==> src/design/clock_gen_map.vh <==
// register offsets, field positions, reset values and timing figures of the clock generator
`ifndef CLOCK_GEN_MAP_VH
`define CLOCK_GEN_MAP_VH

// ************************************************************
// register byte offsets
// ************************************************************
`define OFS_CTRL        8'h00
`define OFS_TRIM        8'h04
`define OFS_STATUS      8'h08
`define OFS_CLKSEL      8'h0c
`define OFS_DCOWORD     8'h10

// ************************************************************
// field positions
// ************************************************************
`define CTRL_SRC_LSB    0
`define CTRL_REFSEL     2
`define CTRL_RDIV_LSB   3
`define CTRL_ODIV_LSB   6
`define CTRL_LOCKIE     9
`define CTRL_MONEN      10
`define CTRL_MONRST     11
`define STAT_LOCKED     0
`define STAT_LOCKCHG    1
`define STAT_CLKFAIL    2
`define STAT_SRC_LSB    3

// ************************************************************
// source encodings and reset values
// ************************************************************
`define SRC_FLL         2'b00
`define SRC_INT         2'b01
`define SRC_EXT         2'b10
`define SRC_BAD         2'b11
`define TRIM_RESET      9'h100
`define IRC_BASE_INC    24'h006666

// ************************************************************
// timing figures
// ************************************************************
`define CLK_MHZ         20
`define DCO_MIN_MHZ     32
`define DCO_MAX_MHZ     40
`define MON_TIMEOUT_US  100
`define FLL_STEP        16'h0010
`define LOCK_TOL        12'h004

`endif

==> src/design/clock_gen.v <==
// clock generator: loop, reference sources, dividers, consumer clock selection, apb registers
//
// Functional notes
// - bus clock from internal, external or loop
// - output divider by one to 128
// - reset selects loop engaged on internal reference
// - debug link clock is oscillator over two
// - debug clock runs in reference modes too
// - fixed rate is loop reference halved, synchronised
// - fixed rate selectable by all three timers
// - internal reference selectable by watchdog, counter
// - slow oscillator selectable by counter, watchdog
// - crystal output selectable by counter, watchdog, converter
// - lock detector can raise an interrupt
// - external clock monitor can request reset
// - internal reference trimmed by nine bits
// - external reference divided before the loop
// - loop locks to internal or external reference
// - loop reference output carries the loop reference
// - system clock equals bus clock
// - crystal feeds generator, counter and others
// - oscillator held within 32 to 40 MHz
//
// Our own choices: the APB register port and the register addresses.
`timescale 1ns/1ps
`default_nettype none
`include "clock_gen_map.vh"

module clock_gen #(
    parameter FLL_FACTOR = 1024,             // oscillator cycles per loop reference cycle
    parameter LOCK_REFS  = 4                 // in-range reference periods before lock
) (
    input  wire        pclk,                 // bus clock, 20 MHz
    input  wire        presetn,              // asynchronous reset, active low
    input  wire        psel,                 // apb select
    input  wire        penable,              // apb access phase
    input  wire        pwrite,               // apb direction
    input  wire [7:0]  paddr,                // apb byte address
    input  wire [31:0] pwdata,               // apb write data
    output reg  [31:0] prdata,               // apb read data
    output reg         pready,               // apb ready
    output reg         pslverr,              // apb error, unmapped address
    input  wire        crystal_tick,         // crystal oscillator unit output, one pulse per cycle
    input  wire        slow_osc_tick,        // low power 1 kHz oscillator pulse
    input  wire        timer_ext_clock_a,    // external timer clock a, level
    input  wire        timer_ext_clock_c,    // external timer clock c, level
    output reg         main_clock_out,       // divided main clock pulse
    output reg         system_bus_clock,     // system bus clock pulse
    output reg         debug_link_clock,     // oscillator over two pulse
    output reg         internal_ref_clock_out, // internal reference pulse
    output reg         loop_ref_clock,       // loop reference pulse
    output reg         fixed_rate_clock,     // fixed rate pulse
    output reg         slow_osc_clock,       // slow oscillator pulse
    output reg         crystal_clock_out,    // crystal pulse
    output reg         flexible_timer_clock_a, // counting clock of flexible timer a
    output reg         flexible_timer_clock_c, // counting clock of flexible timer c
    output reg         modulo_timer_clock,   // counting clock of modulo timer
    output reg         watchdog_clock,       // watchdog unit clock
    output reg         rtc_clock,            // real-time counter clock
    output reg         adc_clock,            // converter clock
    output reg         lock_irq,             // lock change interrupt, level
    output reg         clock_fail_reset      // reset request on external clock loss, level
);

    // ************************************************************
    // derived constants
    // ************************************************************
    localparam [31:0] DCO_MIN_RAW = (`DCO_MIN_MHZ * 65536) / (2 * `CLK_MHZ);
    localparam [31:0] DCO_MAX_RAW = (`DCO_MAX_MHZ * 65536) / (2 * `CLK_MHZ);
    localparam [15:0] DCO_MIN_W   = DCO_MIN_RAW[15:0];
    localparam [15:0] DCO_MAX_W   = (DCO_MAX_RAW > 32'd65535) ? 16'hffff : DCO_MAX_RAW[15:0];
    localparam [15:0] DCO_RST_W   = DCO_MIN_W;
    localparam [31:0] MON_CYC_RAW = `MON_TIMEOUT_US * `CLK_MHZ;
    localparam [11:0] MON_CYC     = MON_CYC_RAW[11:0];
    localparam [31:0] TGT_RAW     = FLL_FACTOR / 2;
    localparam [11:0] FLL_TGT     = TGT_RAW[11:0];
    localparam [31:0] LREF_RAW    = LOCK_REFS - 1;
    localparam [2:0]  LOCK_LAST   = LREF_RAW[2:0];
    // lock detector states
    localparam [2:0]  ST_HUNT     = 3'b001;
    localparam [2:0]  ST_CONFIRM  = 3'b010;
    localparam [2:0]  ST_LOCK     = 3'b100;

    // four-way consumer clock select
    function pick4;
        input [1:0] sel;
        input       a;
        input       b;
        input       c;
        input       d;
        begin
            if (sel == 2'b00) begin
                pick4 = a;
            end else if (sel == 2'b01) begin
                pick4 = b;
            end else if (sel == 2'b10) begin
                pick4 = c;
            end else begin
                pick4 = d;
            end
        end
    endfunction

    // register address decode
    function addr_hit;
        input [7:0] a;
        begin
            addr_hit = (a == `OFS_CTRL) || (a == `OFS_TRIM) || (a == `OFS_STATUS) ||
                       (a == `OFS_CLKSEL) || (a == `OFS_DCOWORD);
        end
    endfunction

    // ************************************************************
    // registers and state
    // ************************************************************
    reg  [1:0]  src_r;
    reg         ref_sel_r;
    reg  [2:0]  rdiv_r;
    reg  [2:0]  odiv_cfg_r;
    reg  [2:0]  odiv_act_r;
    reg         lock_ie_r;
    reg         mon_en_r;
    reg         mon_rst_r;
    reg  [8:0]  trim_r;
    reg  [10:0] clksel_r;
    reg         lock_chg_r;
    reg         clk_fail_r;
    reg  [23:0] irc_acc_r;
    reg  [15:0] dco_acc_r;
    reg  [15:0] dco_word_r;
    reg  [7:0]  rdiv_cnt_r;
    reg  [7:0]  odiv_cnt_r;
    reg  [11:0] fll_cnt_r;
    reg  [2:0]  lock_st_r;
    reg  [2:0]  good_r;
    reg  [11:0] mon_cnt_r;
    reg         ff_tog_r;
    reg         ff_pend_r;
    reg         ta_q_r;
    reg         tc_q_r;
    reg  [15:0] dco_word_nxt;
    reg  [2:0]  lock_st_nxt;
    reg  [2:0]  good_nxt;
    reg  [31:0] rd_nxt;
    reg         src_tick;

    wire        access   = psel & penable & pready;
    wire        wr_en    = access & pwrite & ~pslverr;
    wire        wr_ctrl  = wr_en & (paddr == `OFS_CTRL);
    wire        wr_trim  = wr_en & (paddr == `OFS_TRIM);
    wire        wr_stat  = wr_en & (paddr == `OFS_STATUS);
    wire        wr_csel  = wr_en & (paddr == `OFS_CLKSEL);

    // ************************************************************
    // reference sources and oscillator model
    // ************************************************************
    // trim moves the internal reference rate around its centre
    wire [23:0] irc_inc  = `IRC_BASE_INC - 24'h000100 + {15'h0000, trim_r};
    wire [24:0] irc_sum  = {1'b0, irc_acc_r} + {1'b0, irc_inc};
    wire        irc_tick = irc_sum[24];
    // accumulator carry stands for one half of the oscillator rate
    wire [16:0] dco_sum  = {1'b0, dco_acc_r} + {1'b0, dco_word_r};
    wire        dco_half = dco_sum[16];
    wire [7:0]  rdiv_top = (8'h01 << rdiv_r) - 8'h01;
    wire        ext_div_tick = crystal_tick & (rdiv_cnt_r == rdiv_top);
    wire        fll_ref  = ref_sel_r ? ext_div_tick : irc_tick;
    wire        ext_used = ref_sel_r | (src_r == `SRC_EXT);
    wire [7:0]  odiv_top = (8'h01 << odiv_act_r) - 8'h01;
    wire [11:0] fll_err  = (fll_cnt_r > FLL_TGT) ? fll_cnt_r - FLL_TGT : FLL_TGT - fll_cnt_r;
    wire        in_range = (fll_err <= `LOCK_TOL);
    wire        locked   = (lock_st_r == ST_LOCK);
    wire        mon_fail = mon_en_r & ext_used & (mon_cnt_r == MON_CYC);
    wire        ta_edge  = timer_ext_clock_a & ~ta_q_r;
    wire        tc_edge  = timer_ext_clock_c & ~tc_q_r;

    // main source select; the reserved code is never stored
    always @* begin
        case (src_r)
            `SRC_INT: src_tick = irc_tick;
            `SRC_EXT: src_tick = crystal_tick;
            default:  src_tick = dco_half;
        endcase
    end

    // ************************************************************
    // frequency-locked loop and lock detector
    // ************************************************************
    // step the oscillator word each reference period, clamped to its range
    always @* begin
        dco_word_nxt = dco_word_r;
        lock_st_nxt  = lock_st_r;
        good_nxt     = good_r;
        if (fll_ref) begin
            if (fll_cnt_r < FLL_TGT) begin
                dco_word_nxt = (dco_word_r > DCO_MAX_W - `FLL_STEP) ? DCO_MAX_W : dco_word_r + `FLL_STEP;
            end else if (fll_cnt_r > FLL_TGT) begin
                dco_word_nxt = (dco_word_r < DCO_MIN_W + `FLL_STEP) ? DCO_MIN_W : dco_word_r - `FLL_STEP;
            end
            case (lock_st_r)
                ST_HUNT: begin
                    good_nxt = 3'h0;
                    if (in_range) begin
                        lock_st_nxt = ST_CONFIRM;
                    end
                end
                ST_CONFIRM: begin
                    if (!in_range) begin
                        lock_st_nxt = ST_HUNT;
                    end else if (good_r >= LOCK_LAST - 3'h1 || LOCK_LAST == 3'h0) begin
                        lock_st_nxt = ST_LOCK;
                    end else begin
                        good_nxt = good_r + 3'h1;
                    end
                end
                default: begin
                    if (!in_range) begin
                        lock_st_nxt = ST_HUNT;
                    end
                end
            endcase
        end
    end

    // oscillator, reference counters and loop state
    always @(posedge pclk or negedge presetn) begin
        if (!presetn) begin
            irc_acc_r  <= 24'h000000;
            dco_acc_r  <= 16'h0000;
            dco_word_r <= DCO_RST_W;
            rdiv_cnt_r <= 8'h00;
            fll_cnt_r  <= 12'h000;
            lock_st_r  <= ST_HUNT;
            good_r     <= 3'h0;
            mon_cnt_r  <= 12'h000;
        end else begin
            irc_acc_r  <= irc_sum[23:0];
            dco_acc_r  <= dco_sum[15:0];
            dco_word_r <= dco_word_nxt;
            lock_st_r  <= lock_st_nxt;
            good_r     <= good_nxt;
            if (crystal_tick) begin
                rdiv_cnt_r <= (rdiv_cnt_r >= rdiv_top) ? 8'h00 : rdiv_cnt_r + 8'h01;
            end
            // count oscillator half cycles per reference period
            if (fll_ref) begin
                fll_cnt_r <= {11'h000, dco_half};
            end else if (dco_half && fll_cnt_r != 12'hfff) begin
                fll_cnt_r <= fll_cnt_r + 12'h001;
            end
            // cycles since the last crystal edge, saturating at the timeout
            if (crystal_tick || !ext_used) begin
                mon_cnt_r <= 12'h000;
            end else if (mon_cnt_r != MON_CYC) begin
                mon_cnt_r <= mon_cnt_r + 12'h001;
            end
        end
    end

    // ************************************************************
    // output divider and derived clocks
    // ************************************************************
    // a new exponent is adopted only at the divider wrap, so no runt pulse
    always @(posedge pclk or negedge presetn) begin
        if (!presetn) begin
            odiv_cnt_r <= 8'h00;
            odiv_act_r <= 3'h0;
            ff_tog_r   <= 1'b0;
            ff_pend_r  <= 1'b0;
            ta_q_r     <= 1'b0;
            tc_q_r     <= 1'b0;
        end else begin
            if (src_tick) begin
                if (odiv_cnt_r >= odiv_top) begin
                    odiv_cnt_r <= 8'h00;
                    odiv_act_r <= odiv_cfg_r;
                end else begin
                    odiv_cnt_r <= odiv_cnt_r + 8'h01;
                end
            end
            if (fll_ref) begin
                ff_tog_r <= ~ff_tog_r;
            end
            // pending half-rate event waits for a bus clock; a new one wins over the drain
            ff_pend_r <= (ff_pend_r & ~main_clock_out) | (fll_ref & ~ff_tog_r);
            ta_q_r    <= timer_ext_clock_a;
            tc_q_r    <= timer_ext_clock_c;
        end
    end

    // every clock leaves as a registered one-cycle pulse
    always @(posedge pclk or negedge presetn) begin
        if (!presetn) begin
            main_clock_out         <= 1'b0;
            system_bus_clock       <= 1'b0;
            debug_link_clock       <= 1'b0;
            internal_ref_clock_out <= 1'b0;
            loop_ref_clock         <= 1'b0;
            fixed_rate_clock       <= 1'b0;
            slow_osc_clock         <= 1'b0;
            crystal_clock_out      <= 1'b0;
            flexible_timer_clock_a <= 1'b0;
            flexible_timer_clock_c <= 1'b0;
            modulo_timer_clock     <= 1'b0;
            watchdog_clock         <= 1'b0;
            rtc_clock              <= 1'b0;
            adc_clock              <= 1'b0;
            lock_irq               <= 1'b0;
            clock_fail_reset       <= 1'b0;
        end else begin
            main_clock_out         <= src_tick & (odiv_cnt_r >= odiv_top);
            system_bus_clock       <= src_tick & (odiv_cnt_r >= odiv_top);
            debug_link_clock       <= dco_half;
            internal_ref_clock_out <= irc_tick;
            loop_ref_clock         <= fll_ref;
            fixed_rate_clock       <= ff_pend_r & main_clock_out;
            slow_osc_clock         <= slow_osc_tick;
            crystal_clock_out      <= crystal_tick;
            flexible_timer_clock_a <= pick4(clksel_r[1:0], main_clock_out, fixed_rate_clock, ta_edge, 1'b0);
            modulo_timer_clock     <= pick4(clksel_r[3:2], main_clock_out, fixed_rate_clock, ta_edge, 1'b0);
            watchdog_clock         <= pick4(clksel_r[5:4], irc_tick, slow_osc_tick, crystal_tick, main_clock_out);
            rtc_clock              <= pick4(clksel_r[7:6], irc_tick, slow_osc_tick, crystal_tick, main_clock_out);
            adc_clock              <= clksel_r[8] ? crystal_tick : main_clock_out;
            flexible_timer_clock_c <= pick4(clksel_r[10:9], main_clock_out, fixed_rate_clock, tc_edge, 1'b0);
            lock_irq               <= lock_chg_r & lock_ie_r;
            clock_fail_reset       <= mon_fail & mon_rst_r;
        end
    end

    // ************************************************************
    // apb register file
    // ************************************************************
    // read value assembled in the setup phase
    always @* begin
        rd_nxt = 32'h00000000;
        if (paddr == `OFS_CTRL) begin
            rd_nxt[11:0] = {mon_rst_r, mon_en_r, lock_ie_r, odiv_cfg_r, rdiv_r, ref_sel_r, src_r};
        end else if (paddr == `OFS_TRIM) begin
            rd_nxt[8:0] = trim_r;
        end else if (paddr == `OFS_STATUS) begin
            rd_nxt[4:0] = {src_r, clk_fail_r, lock_chg_r, locked};
        end else if (paddr == `OFS_CLKSEL) begin
            rd_nxt[10:0] = clksel_r;
        end else if (paddr == `OFS_DCOWORD) begin
            rd_nxt[15:0] = dco_word_r;
        end
    end

    // one ready pulse per transfer, raised by the setup phase
    always @(posedge pclk or negedge presetn) begin
        if (!presetn) begin
            pready  <= 1'b0;
            pslverr <= 1'b0;
            prdata  <= 32'h00000000;
        end else if (psel && !penable) begin
            pready  <= 1'b1;
            pslverr <= ~addr_hit(paddr);
            prdata  <= pwrite ? 32'h00000000 : rd_nxt;
        end else begin
            pready  <= 1'b0;
            pslverr <= 1'b0;
            prdata  <= 32'h00000000;
        end
    end

    // control writes; status flags set by hardware beat a same-cycle clear
    always @(posedge pclk or negedge presetn) begin
        if (!presetn) begin
            src_r      <= `SRC_FLL;
            ref_sel_r  <= 1'b0;
            rdiv_r     <= 3'h0;
            odiv_cfg_r <= 3'h0;
            lock_ie_r  <= 1'b0;
            mon_en_r   <= 1'b0;
            mon_rst_r  <= 1'b0;
            trim_r     <= `TRIM_RESET;
            clksel_r   <= 11'h000;
            lock_chg_r <= 1'b0;
            clk_fail_r <= 1'b0;
        end else begin
            if (wr_ctrl) begin
                // the reserved source code is ignored, the old source stays
                if (pwdata[`CTRL_SRC_LSB+1:`CTRL_SRC_LSB] != `SRC_BAD) begin
                    src_r <= pwdata[`CTRL_SRC_LSB+1:`CTRL_SRC_LSB];
                end
                ref_sel_r  <= pwdata[`CTRL_REFSEL];
                rdiv_r     <= pwdata[`CTRL_RDIV_LSB+2:`CTRL_RDIV_LSB];
                odiv_cfg_r <= pwdata[`CTRL_ODIV_LSB+2:`CTRL_ODIV_LSB];
                lock_ie_r  <= pwdata[`CTRL_LOCKIE];
                mon_en_r   <= pwdata[`CTRL_MONEN];
                mon_rst_r  <= pwdata[`CTRL_MONRST];
            end
            if (wr_trim) begin
                trim_r <= pwdata[8:0];
            end
            if (wr_csel) begin
                clksel_r <= pwdata[10:0];
            end
            lock_chg_r <= (lock_chg_r & ~(wr_stat & pwdata[`STAT_LOCKCHG])) |
                          (lock_st_nxt[2] ^ lock_st_r[2]);
            clk_fail_r <= (clk_fail_r & ~(wr_stat & pwdata[`STAT_CLKFAIL])) | mon_fail;
        end
    end

endmodule

`default_nettype wire

==> config.mk <==
export PLATFORM = sky130hd
export DESIGN_NAME = clock_gen
export DESIGN_NICKNAME = d
export VERILOG_FILES = /design/src/design/clock_gen.v
export VERILOG_INCLUDE_DIRS = /design/src /design/src/design
export SDC_FILE = /design/constraint.sdc
export NUM_CORES = 1
export LEC_CHECK = 0
export BUFFER_PORTS_ARGS = -buffer_cell sky130_fd_sc_hd__buf_2
export CORE_ASPECT_RATIO = 1.2
export CORE_MARGIN = 2
export CORE_UTILIZATION = 45
export CTS_BUF_LIST = sky130_fd_sc_hd__clkbuf_8
export DETAILED_ROUTE_END_ITERATION = 7
export HOLD_SLACK_MARGIN = 0.06
export PLACE_DENSITY = 0.64
export SYNTH_ARGS = -nofsm -noshare
export SYNTH_HDL_FRONTEND = slang
export SYNTH_SLANG_ARGS = --single-unit
==> constraint.sdc <==
create_clock -name pclk -period 3.5 [get_ports pclk]
set_clock_uncertainty 0.2 [all_clocks]
set_input_delay 0.175 -clock pclk [delete_from_list [all_inputs] [get_ports pclk]]
set_output_delay 0.175 -clock pclk [all_outputs]
set_load 0.01 [all_outputs]
# Word level (Yosys, flattened, before mapping)
# Index checks and enable logic that the tools add are counted.
[word_totals]
input_bits = 49
output_inout_bits = 50
regBits = 192
[classes]
order_cmp = 8
addsub = 14
eq_ne = 29
bitwise = 36
shifts = 2
muxes = 55
reduce_logical = 24
[op_table]
columns = ["operator", "count"]
rows = [
  ["$mux W16", 11],
  ["$mux W12", 6],
  ["$add A24 B16 Y25", 1],
  ["$add A12 B1 Y12 const B", 2],
  ["$and A1 B1 Y1", 23],
  ["$mux W11", 2],
  ["$mux W3", 7],
  ["$mux W1", 19],
  ["$add A16 B16 Y17", 1],
  ["$add A15 B9 Y16 const A", 1],
  ["$add A16 B5 Y16 const B", 1],
  ["$add A8 B1 Y8 const B", 2],
  ["$eq A8 B4 Y1 const B", 2],
  ["$ge A8 B8 Y1", 2],
  ["$gt A16 B16 Y1 const B", 1],
  ["$lt A16 B16 Y1 const B", 1],
  ["$mux W8", 2],
  ["$shl A1 B3 Y8 const A", 2],
  ["$sub A16 B5 Y16 const B", 1],
  ["$sub A8 B1 Y8 const B", 2],
  ["$eq A12 B11 Y1 const B", 1],
  ["$eq A2 B1 Y1 const B", 6],
  ["$eq A2 B2 Y1 const B", 6],
  ["$gt A12 B10 Y1 const B", 1],
  ["other kinds (34)", 65],
]

# Logic depth before layout (Yosys ltp)
# Gate-level depths: netlist of the first run.
[depth]
depth_word = 12
ltp_mapped = 13
mapped_depth_nobuf = 13

# Least setup slack after synthesis of the first run
# Ideal clock, no wire load.
[synth_timing]
path_type = "reg-to-reg"
start = "register trim_r[8]"
end = "register odiv_act_r[1]"
synth_period_minus_slack_ps = 3122
t_required_ps = 3175
slack_ps = 378
stages_incl_launch_ff = 12
t_arrival_ps = 2798
n_path_buf = 0
path_cell_list = "dfstp_2 -> inv_1 -> ha_1 -> inv_1 -> ha_1 -> and3_1 -> o211ai_1 -> o21ai_1 -> a31oi_1 -> o31a_1 -> a211oi_2 -> mux2_2"
[synth_between]
elab_chain_cells = 4
[synth_lines]
columns = ["element", "line", "text"]
rows = [
  ["start, declared", "clock_gen.v:124", "reg [8:0] trim_r;"],
  ["start signal, assigned", "clock_gen.v:375", "trim_r <= `TRIM_RESET;"],
  ["start signal, assigned", "clock_gen.v:393", "trim_r <= pwdata[8:0];"],
  ["$add A15 B9 Y16 (no line)", "n/a", ""],
  ["$add A24 B16 Y25", "clock_gen.v:159", "wire [24:0] irc_sum = {1'b0, irc_acc_r} + {1'b0, irc_inc};"],
  ["$pmux W1 S2", "clock_gen.v:178", "case (src_r)"],
  ["$reduce_and A2 Y1 (no line)", "n/a", ""],
  ["end signal, assigned", "clock_gen.v:275", "odiv_act_r <= odiv_cfg_r;"],
  ["end, declared", "clock_gen.v:120", "reg [2:0] odiv_act_r;"],
]
# Every way passes these cells.
# A chain may end at the register's enable or synchronous reset.

# Final worst setup path of the first run
# Ends and elaborated chain as after synthesis.

==> metrics.yaml, run 1 <==
status: "finished clean"
yosysWarningCount: 0
synth_cells: 1055
drive_gt1_share_pct: 12.6
hold_viol_final: 0
critPathLaunchType: "register"
htreeDepth: 4
dr_total_vias: 8041
ant_nets: 0
dr.pass1.iters: 6
wl_per_cell_um: 16.3
cp-end-kind: "register"
r2r_cells: 11
drt_iter0_drc: 429
max_cap_viol_count: 0
synth_top_area_share_pct: 40.5
max_stage_delay_ps: 550
ff2ff_setup_slack_ps: 270
yosys.area.top_type: "dfrtp_1"
drcViolationCount: 0
synth_area_leaders: "dfrtp_1 (40%), ha_1 (9.1%), nor2_1 (3.1%)"
finalSetupViolCount: 0
portBuffers: 62
synth-seq-cells: 174
insertion_delay_ps: 470
syn2layout_area_growth_pct: 12.5
powerDensity_nw_per_um2: 445
antenna_found_initial: 0
num-nets-final: 1279
grt_start_max_net_pins: 86
async_flop_share_pct: 100
hold_start: "paddr[2]"
critical_path_class: "register to register"
dp_hpwl_um: 17400
num_io_pins: 99
gp_congestion: 0.831
start_util_pct: 45.6
worst_pin_slew_ps: 897
cts_setup_buffers: 0
critPathBufInv: 2
path_max_fanout: 5
crit_arrival_ps: 3390
die_w_um: 141
hold-path-endpoint: "prdata[0]$_DFF_PN0_"
ys_seq_area_share_pct: 42.8
max_clock_freq_mhz: 310
setup_tns_ps: 0
synth_ff_type: "dfrtp_1"
rows: 60
drv_slew: 0
cts_root_buf: "clkbuf_8"
cts_max_path_buffers: 2
r2r_start: "trim_r[8]$_DFFE_PN1P_"
routed_wirelength_um: 23600
required_ps: 3660
clock-sinks: 174
ys_types: 81
via_per_inst: 5.56
crit_path_cell_trace: "inv_1 > ha_1 > inv_1 > ha_1 > and3_1 > o211ai_1 > o21ai_1 > a31oi_1 > o31a_1 > a211oi_2 > mux2_2"
cpLargestDelayFamily: "compound AO/OA/AOI/OAI gates"
hold_path_class: "input pin to register"
finalCriticalPeriod_ps: 3230
p_total_uw: 5110
rsz0062_at_grt: "no"
insertedDiodeCount: 0
finish.utilization_pct: 51.3
leakage_uw: 0.00562
grt_pass1_vias: 7901
cts_buffers: 17
fp.dieArea_um2: 23900
r2r_end: "odiv_act_r[1]$_DFFE_PN0P_"
slew_headroom_pct: 40.1
holdPathStages: 5
cts_tree: "yes"
path_clk_slew_ps: 90
synth_edf_count: 0
grt_use_total_pct: 20.7
grt_pass1_wl_um: 39800
ir_drop_mv: 0.272
die_h_um: 169
avgSynthCellArea_um2: 9.67
core_area_um2: 22400
crit_slowest_cell: "dfstp_2"
timing.final.crit_share_pct: 92.2
grt_overflow: 0
syn_area_um2: 10200
==> cell usage in the layout (no fill, tap or decap), drive strengths merged, types with 19 or more instances in the layout <==
master / netlist / routed
nand2: 73 / 73
buf: 25 / 87
nand3: 39 / 39
nor3: 23 / 23
mux2: 29 / 29
ha: 74 / 74
inv: 78 / 83
clkbuf: 24 / 19
dfrtp: 165 / 165
dlygate4sd3: 0 / 26
xnor2: 35 / 35
o21ai: 55 / 55
a21oi: 61 / 61
nor2: 85 / 85
==> cell families (layout without fill, tap and decap cells) <==
| logic type | after synthesis | after routing | share of synthesized area [%] |
|---|---|---|---|
| other | 2 | 18 | 0.0736 |
| buffers and inverters | 127 | 222 | 5.62 |
| adders and majority gates | 76 | 76 | 9.47 |
| muxes | 44 | 44 | 4.92 |
| DFF | 174 | 174 | 42.8 |
| AOI/OAI and AO/OA | 244 | 244 | 15.8 |
| and+or+nand+nor | 336 | 336 | 16.9 |
| xor gates and xnor gates | 52 | 52 | 4.47 |
==> Yosys cell counts (all sizes together), types with 23 or more instances <==
master  number
a21oi       61
inv         78
mux2        29
nand2       73
ha          74
dfrtp      165
xnor2       35
clkbuf      24
buf         25
nor2        85
o21ai       55
nand3       39
nor3        23
==> stage by stage <==
step,hold WS [ps],std cells,instance area (um2),setup WS [ps]
final,96.6,1445,11500,272
after global routing,144,1445,11500,40.7
after CTS,74.9,1445,11500,216
after detailed placement,104,1388,10900,239
after global placement,98.5,1388,10900,245
after floorplan,-321,1071,10300,378
==> state kept, by name (all words and copies together), names as in the netlist, 3 cells and up <==
name        cells
dco_word_r     14
irc_acc_r      24
lock_st_r       3
rdiv_r          3
clksel_r       11
odiv_act_r      3
trim_r          9
good_r          3
dco_acc_r      16
fll_cnt_r      12
prdata         16
odiv_cfg_r      3
mon_cnt_r      12
rdiv_cnt_r      8
odiv_cnt_r      8
==> power breakdown <==
group	switching, uW	total [uW]	internal, uW
registers	155	2370	2210
logic	782	1440	660
clock network	717	1300	579
total	1650	5110	3450
==> repair_timing <==
action | CTS | global route
endpoints found under the hold margin | 143 | 0
hold buffers | 26 | 0
resized for setup | 0 | 1
setup endpoints to repair | 0 | 2
==> worst max-delay path by stage <==
stage	from	end	slack (ps)	cells past startpoint
2_1_floorplan	trim_r[8]$_DFFE_PN1P_	odiv_act_r[1]$_DFFE_PN0P_	380	11
3_3_place_gp	trim_r[8]$_DFFE_PN1P_	dco_word_r[10]$_DFFE_PN1P_	240	12
3_5_place_dp	trim_r[8]$_DFFE_PN1P_	good_r[0]$_DFFE_PN0P_	240	12
4_1_cts	trim_r[8]$_DFFE_PN1P_	good_r[1]$_DFFE_PN0P_	220	11
5_1_grt	trim_r[8]$_DFFE_PN1P_	odiv_act_r[0]$_DFFE_PN0P_	40	11
6_report	trim_r[8]$_DFFE_PN1P_	odiv_act_r[1]$_DFFE_PN0P_	270	11
==> layer usage <==
metal	vias to the layer above	wire [um]	GRT usage, %
met4	0	590	7.35
li1	3930	-	-
met2	170	11800	35.6
met1	3898	10400	26.3
met3	43	802	3.45
met5	-	0	0
==> worst reg2reg max path: stages (launching register included) <==
cell and delay [ps]:
dfstp_2 550, inv_1 50, ha_1 270, inv_1 40, ha_1 340, and3_1 170
o211ai_1 120, o21ai_1 190, a31oi_1 190, o31a_1 350, a211oi_2 300, mux2_2 370
==> final cells by class <==
type,count,area [um2]
repair buffers,113,790
clock inverters,12,86.3
clock buffers,19,262
multi-input cells,770,5330
well taps,279,349
inverters,78,293
fillers,2091,10900
flip-flops and latches,174,4370
Power figures use the tool's default switching activity.
==> run 2, diff against run 1 <==
- CORE_ASPECT_RATIO: 1.2 -> not set
- SETUP_SLACK_MARGIN: not set -> 0.15
==> run 2 against run 1 <==
Global-route usage is 0.19 points higher. Power rose by 2.2%. Sequential power about the same. Sequential share of layout area decreased by 0.32 points. Critical endpoint unchanged. First-iteration DRC count up 70%. Highest routed layer unchanged. Worst hold slack improved by 19 ps. Die area about the same. Flip-flop and latch count unchanged. Utilization is 0.30 points higher.
==> metrics.yaml, run 2 (same netlist as run 1, synthesis figures left out) <==
met1_usage_pct: 30.2  # +3.9 points
dr_total_vias: 8023  # -0.22%
insertedDiodeCount: 0  # unchanged
ir_drop_mv: 0.255  # -6.1%
grt_use_total_pct: 20.9  # +0.19 points
max_stage_delay_ps: 570  # +20 ps
dr.pass1.iters: 5  # -1
die_w_um: 155  # +9.3%
powerDensity_nw_per_um2: 451  # +1.3%
cpMostUsedCell: "inv_1"
portBuffers: 62  # unchanged
grtUsageMet3_pct: 3.42  # -0.033 points
required_ps: 3670  # about the same
routed_wirelength_um: 24200  # +2.7%
hold_path_class: "input pin to register"
drt_iter0_drc: 731  # +70%
busiest_layer: "met2"
via_per_inst: 5.51  # -1.0%
syn2layout_area_growth_pct: 13.5
stdcell_count: 1457  # +0.83%
slew_headroom_pct: 39.9  # -0.21 points
fin_ws_ps: 288  # +15.4 ps
crit_arrival_ps: 3380  # about the same
num_io_pins: 99  # unchanged
crit_slowest_cell: "dfstp_2"
grt_overflow: 0  # unchanged
finalSetupViolCount: 0  # unchanged
path_max_fanout: 5  # unchanged
hold_viol_final: 0  # unchanged
top_register: "irc_acc_r"
wl_per_cell_um: 16.6  # +1.8%
antenna_found_initial: 0  # unchanged
grt_start_max_net_pins: 90  # +4.7%
core_area_um2: 22400  # +0.28%
die_h_um: 155  # -8.5%
critical_path_class: "register to register"
met2_usage_pct: 32.9  # -2.7 points
rows: 55  # -8.3%
cts_max_path_buffers: 2  # unchanged
final_common_cell: "dfrtp_1"
grt_pass1_wl_um: 39600  # -0.33%
gp_congestion: 0.850  # +2.4%
ant_nets: 0  # unchanged
rsz0062_at_grt: "no"
critPathLaunchType: "register"
leakage_uw: 0.00564  # +0.38%
start_util_pct: 45.5  # -0.13 points
num-nets-final: 1284  # +0.39%
insertion_delay_ps: 480  # about the same
setup_tns_ps: 0  # unchanged
cts_root_buf: "clkbuf_8"
finalCriticalPeriod_ps: 3210  # -15.4 ps
clock-sinks: 174  # unchanged
timing.final.crit_share_pct: 91.8  # -0.44 points
drv_slew: 0  # unchanged
max_clock_freq_mhz: 311  # +0.48%
cp-end-kind: "register"
crit_path_cell_trace: "inv_1 > ha_1 > inv_1 > ha_4 > and3_1 > o211ai_1 > o21ai_2 > a31oi_2 > o31a_1 > a211oi_4 > mux2_2"
largest_reg_flops: 24  # unchanged
status: "finished clean"
dp_slack_ps: 189  # -50.0 ps
dp_hpwl_um: 17700  # +1.9%
layout_common_cells: "dfrtp_1 (164), nor2_1 (85), inv_1 (76)"
drcViolationCount: 0  # unchanged
max_cap_viol_count: 0  # unchanged
path_clk_slew_ps: 100  # about the same
cts_buffers: 17  # unchanged
dp_cells: 1400  # +0.86%
grt_pass1_vias: 7514  # -4.9%
drive_gt1_share_pct: 14.0  # +1.4 points
largestRegisters: "irc_acc_r (24), dco_acc_r (16), prdata (16)"
worst_pin_slew_ps: 900  # +3.10 ps
cts_tree: "yes"
htreeDepth: 4  # unchanged
fp.dieArea_um2: 23900  # about the same
-- run 2: changes by cell type in the layout (fill, tap and decap cells not counted), sizes merged --
cell         previous run  this run
buf                    87        93
bufinv                  1         0
clkinv                  3         4
clkinvlp                3         2
dlygate4sd3            26        25
inv                    83        85
-- run 2: repair_timing --
action	4_1_cts	5_1_grt
endpoints found under the setup margin	0	14
setup buffers	0	0
gates resized for setup	0	8
endpoints found under the hold margin	142	0
hold buffers	25	0
-- run 2: power by group --
| group | total, uW | leakage [uW] | internal [uW] | switching [uW] |
|---|---|---|---|---|
| clock network | 1390 | 0.000191 | 559 | 829 |
| logic | 1460 | 0.00323 | 671 | 791 |
| registers | 2370 | 0.00222 | 2210 | 154 |
| total | 5220 | 0.00564 | 3440 | 1770 |
-- run 2: cell type report --
class	count	area, um2
clock buffer	19	262
tap	285	357
clock inverter	13	121
timing repair buffer	118	816
sequential	174	4370
inverter	78	293
multi-input combinational	770	5360
fill	2053	10900
-- run 2: per-layer routing --
metal	routed length, um	up-vias
li1	-	3956
met1	11700	3864
met3	1140	18
met4	343	0
met5	0	-
met2	11000	185
-- run 2: worst paths after layout --
check | slack [ps] | cells after the start | endpoint | start
worst max register to register | 290 | 11 | odiv_act_r[1]$_DFFE_PN0P_ | trim_r[8]$_DFFE_PN1P_
min in group asynchronous | 140 | 2 | fll_cnt_r[3]$_DFFE_PN0P_ | presetn
max in group asynchronous | 1960 | 3 | dco_word_r[7]$_DFFE_PN1P_ | presetn
worst max-delay path | 290 | 11 | odiv_act_r[1]$_DFFE_PN0P_ | trim_r[8]$_DFFE_PN1P_
worst min register to register | 280 | 1 | irc_acc_r[23]$_DFF_PN0_ | irc_acc_r[23]$_DFF_PN0_
worst min-delay path | 120 | 4 | prdata[13]$_DFF_PN0_ | paddr[1]
-- run 2: stage by stage --
step | utilization, % | hold slack (ps) | instance area, um2 | power (uW)
5_1_grt | 51.6 | 92.8 | 11600 | 5570
6_report | 51.6 | 116 | 11600 | 5220
4_1_cts | 51.4 | 66.0 | 11500 | 5230
3_5_place_dp | 48.6 | 104 | 10900 | 3810
3_3_place_gp | 48.6 | 100 | 10900 | 3790
2_1_floorplan | - | -321 | 10300 | 3460
-- run 2: critical path: cells and delay by family, from the launching register on --
family                   cells  cell delay, ps
flip-flops                   1             570
buffers and inverters        2             110
AO/OA/AOI/OAI                5            1170
multiplexers                 1             370
adder cells (fa/ha/maj)      2             550
AND/OR/NAND/NOR              1             150
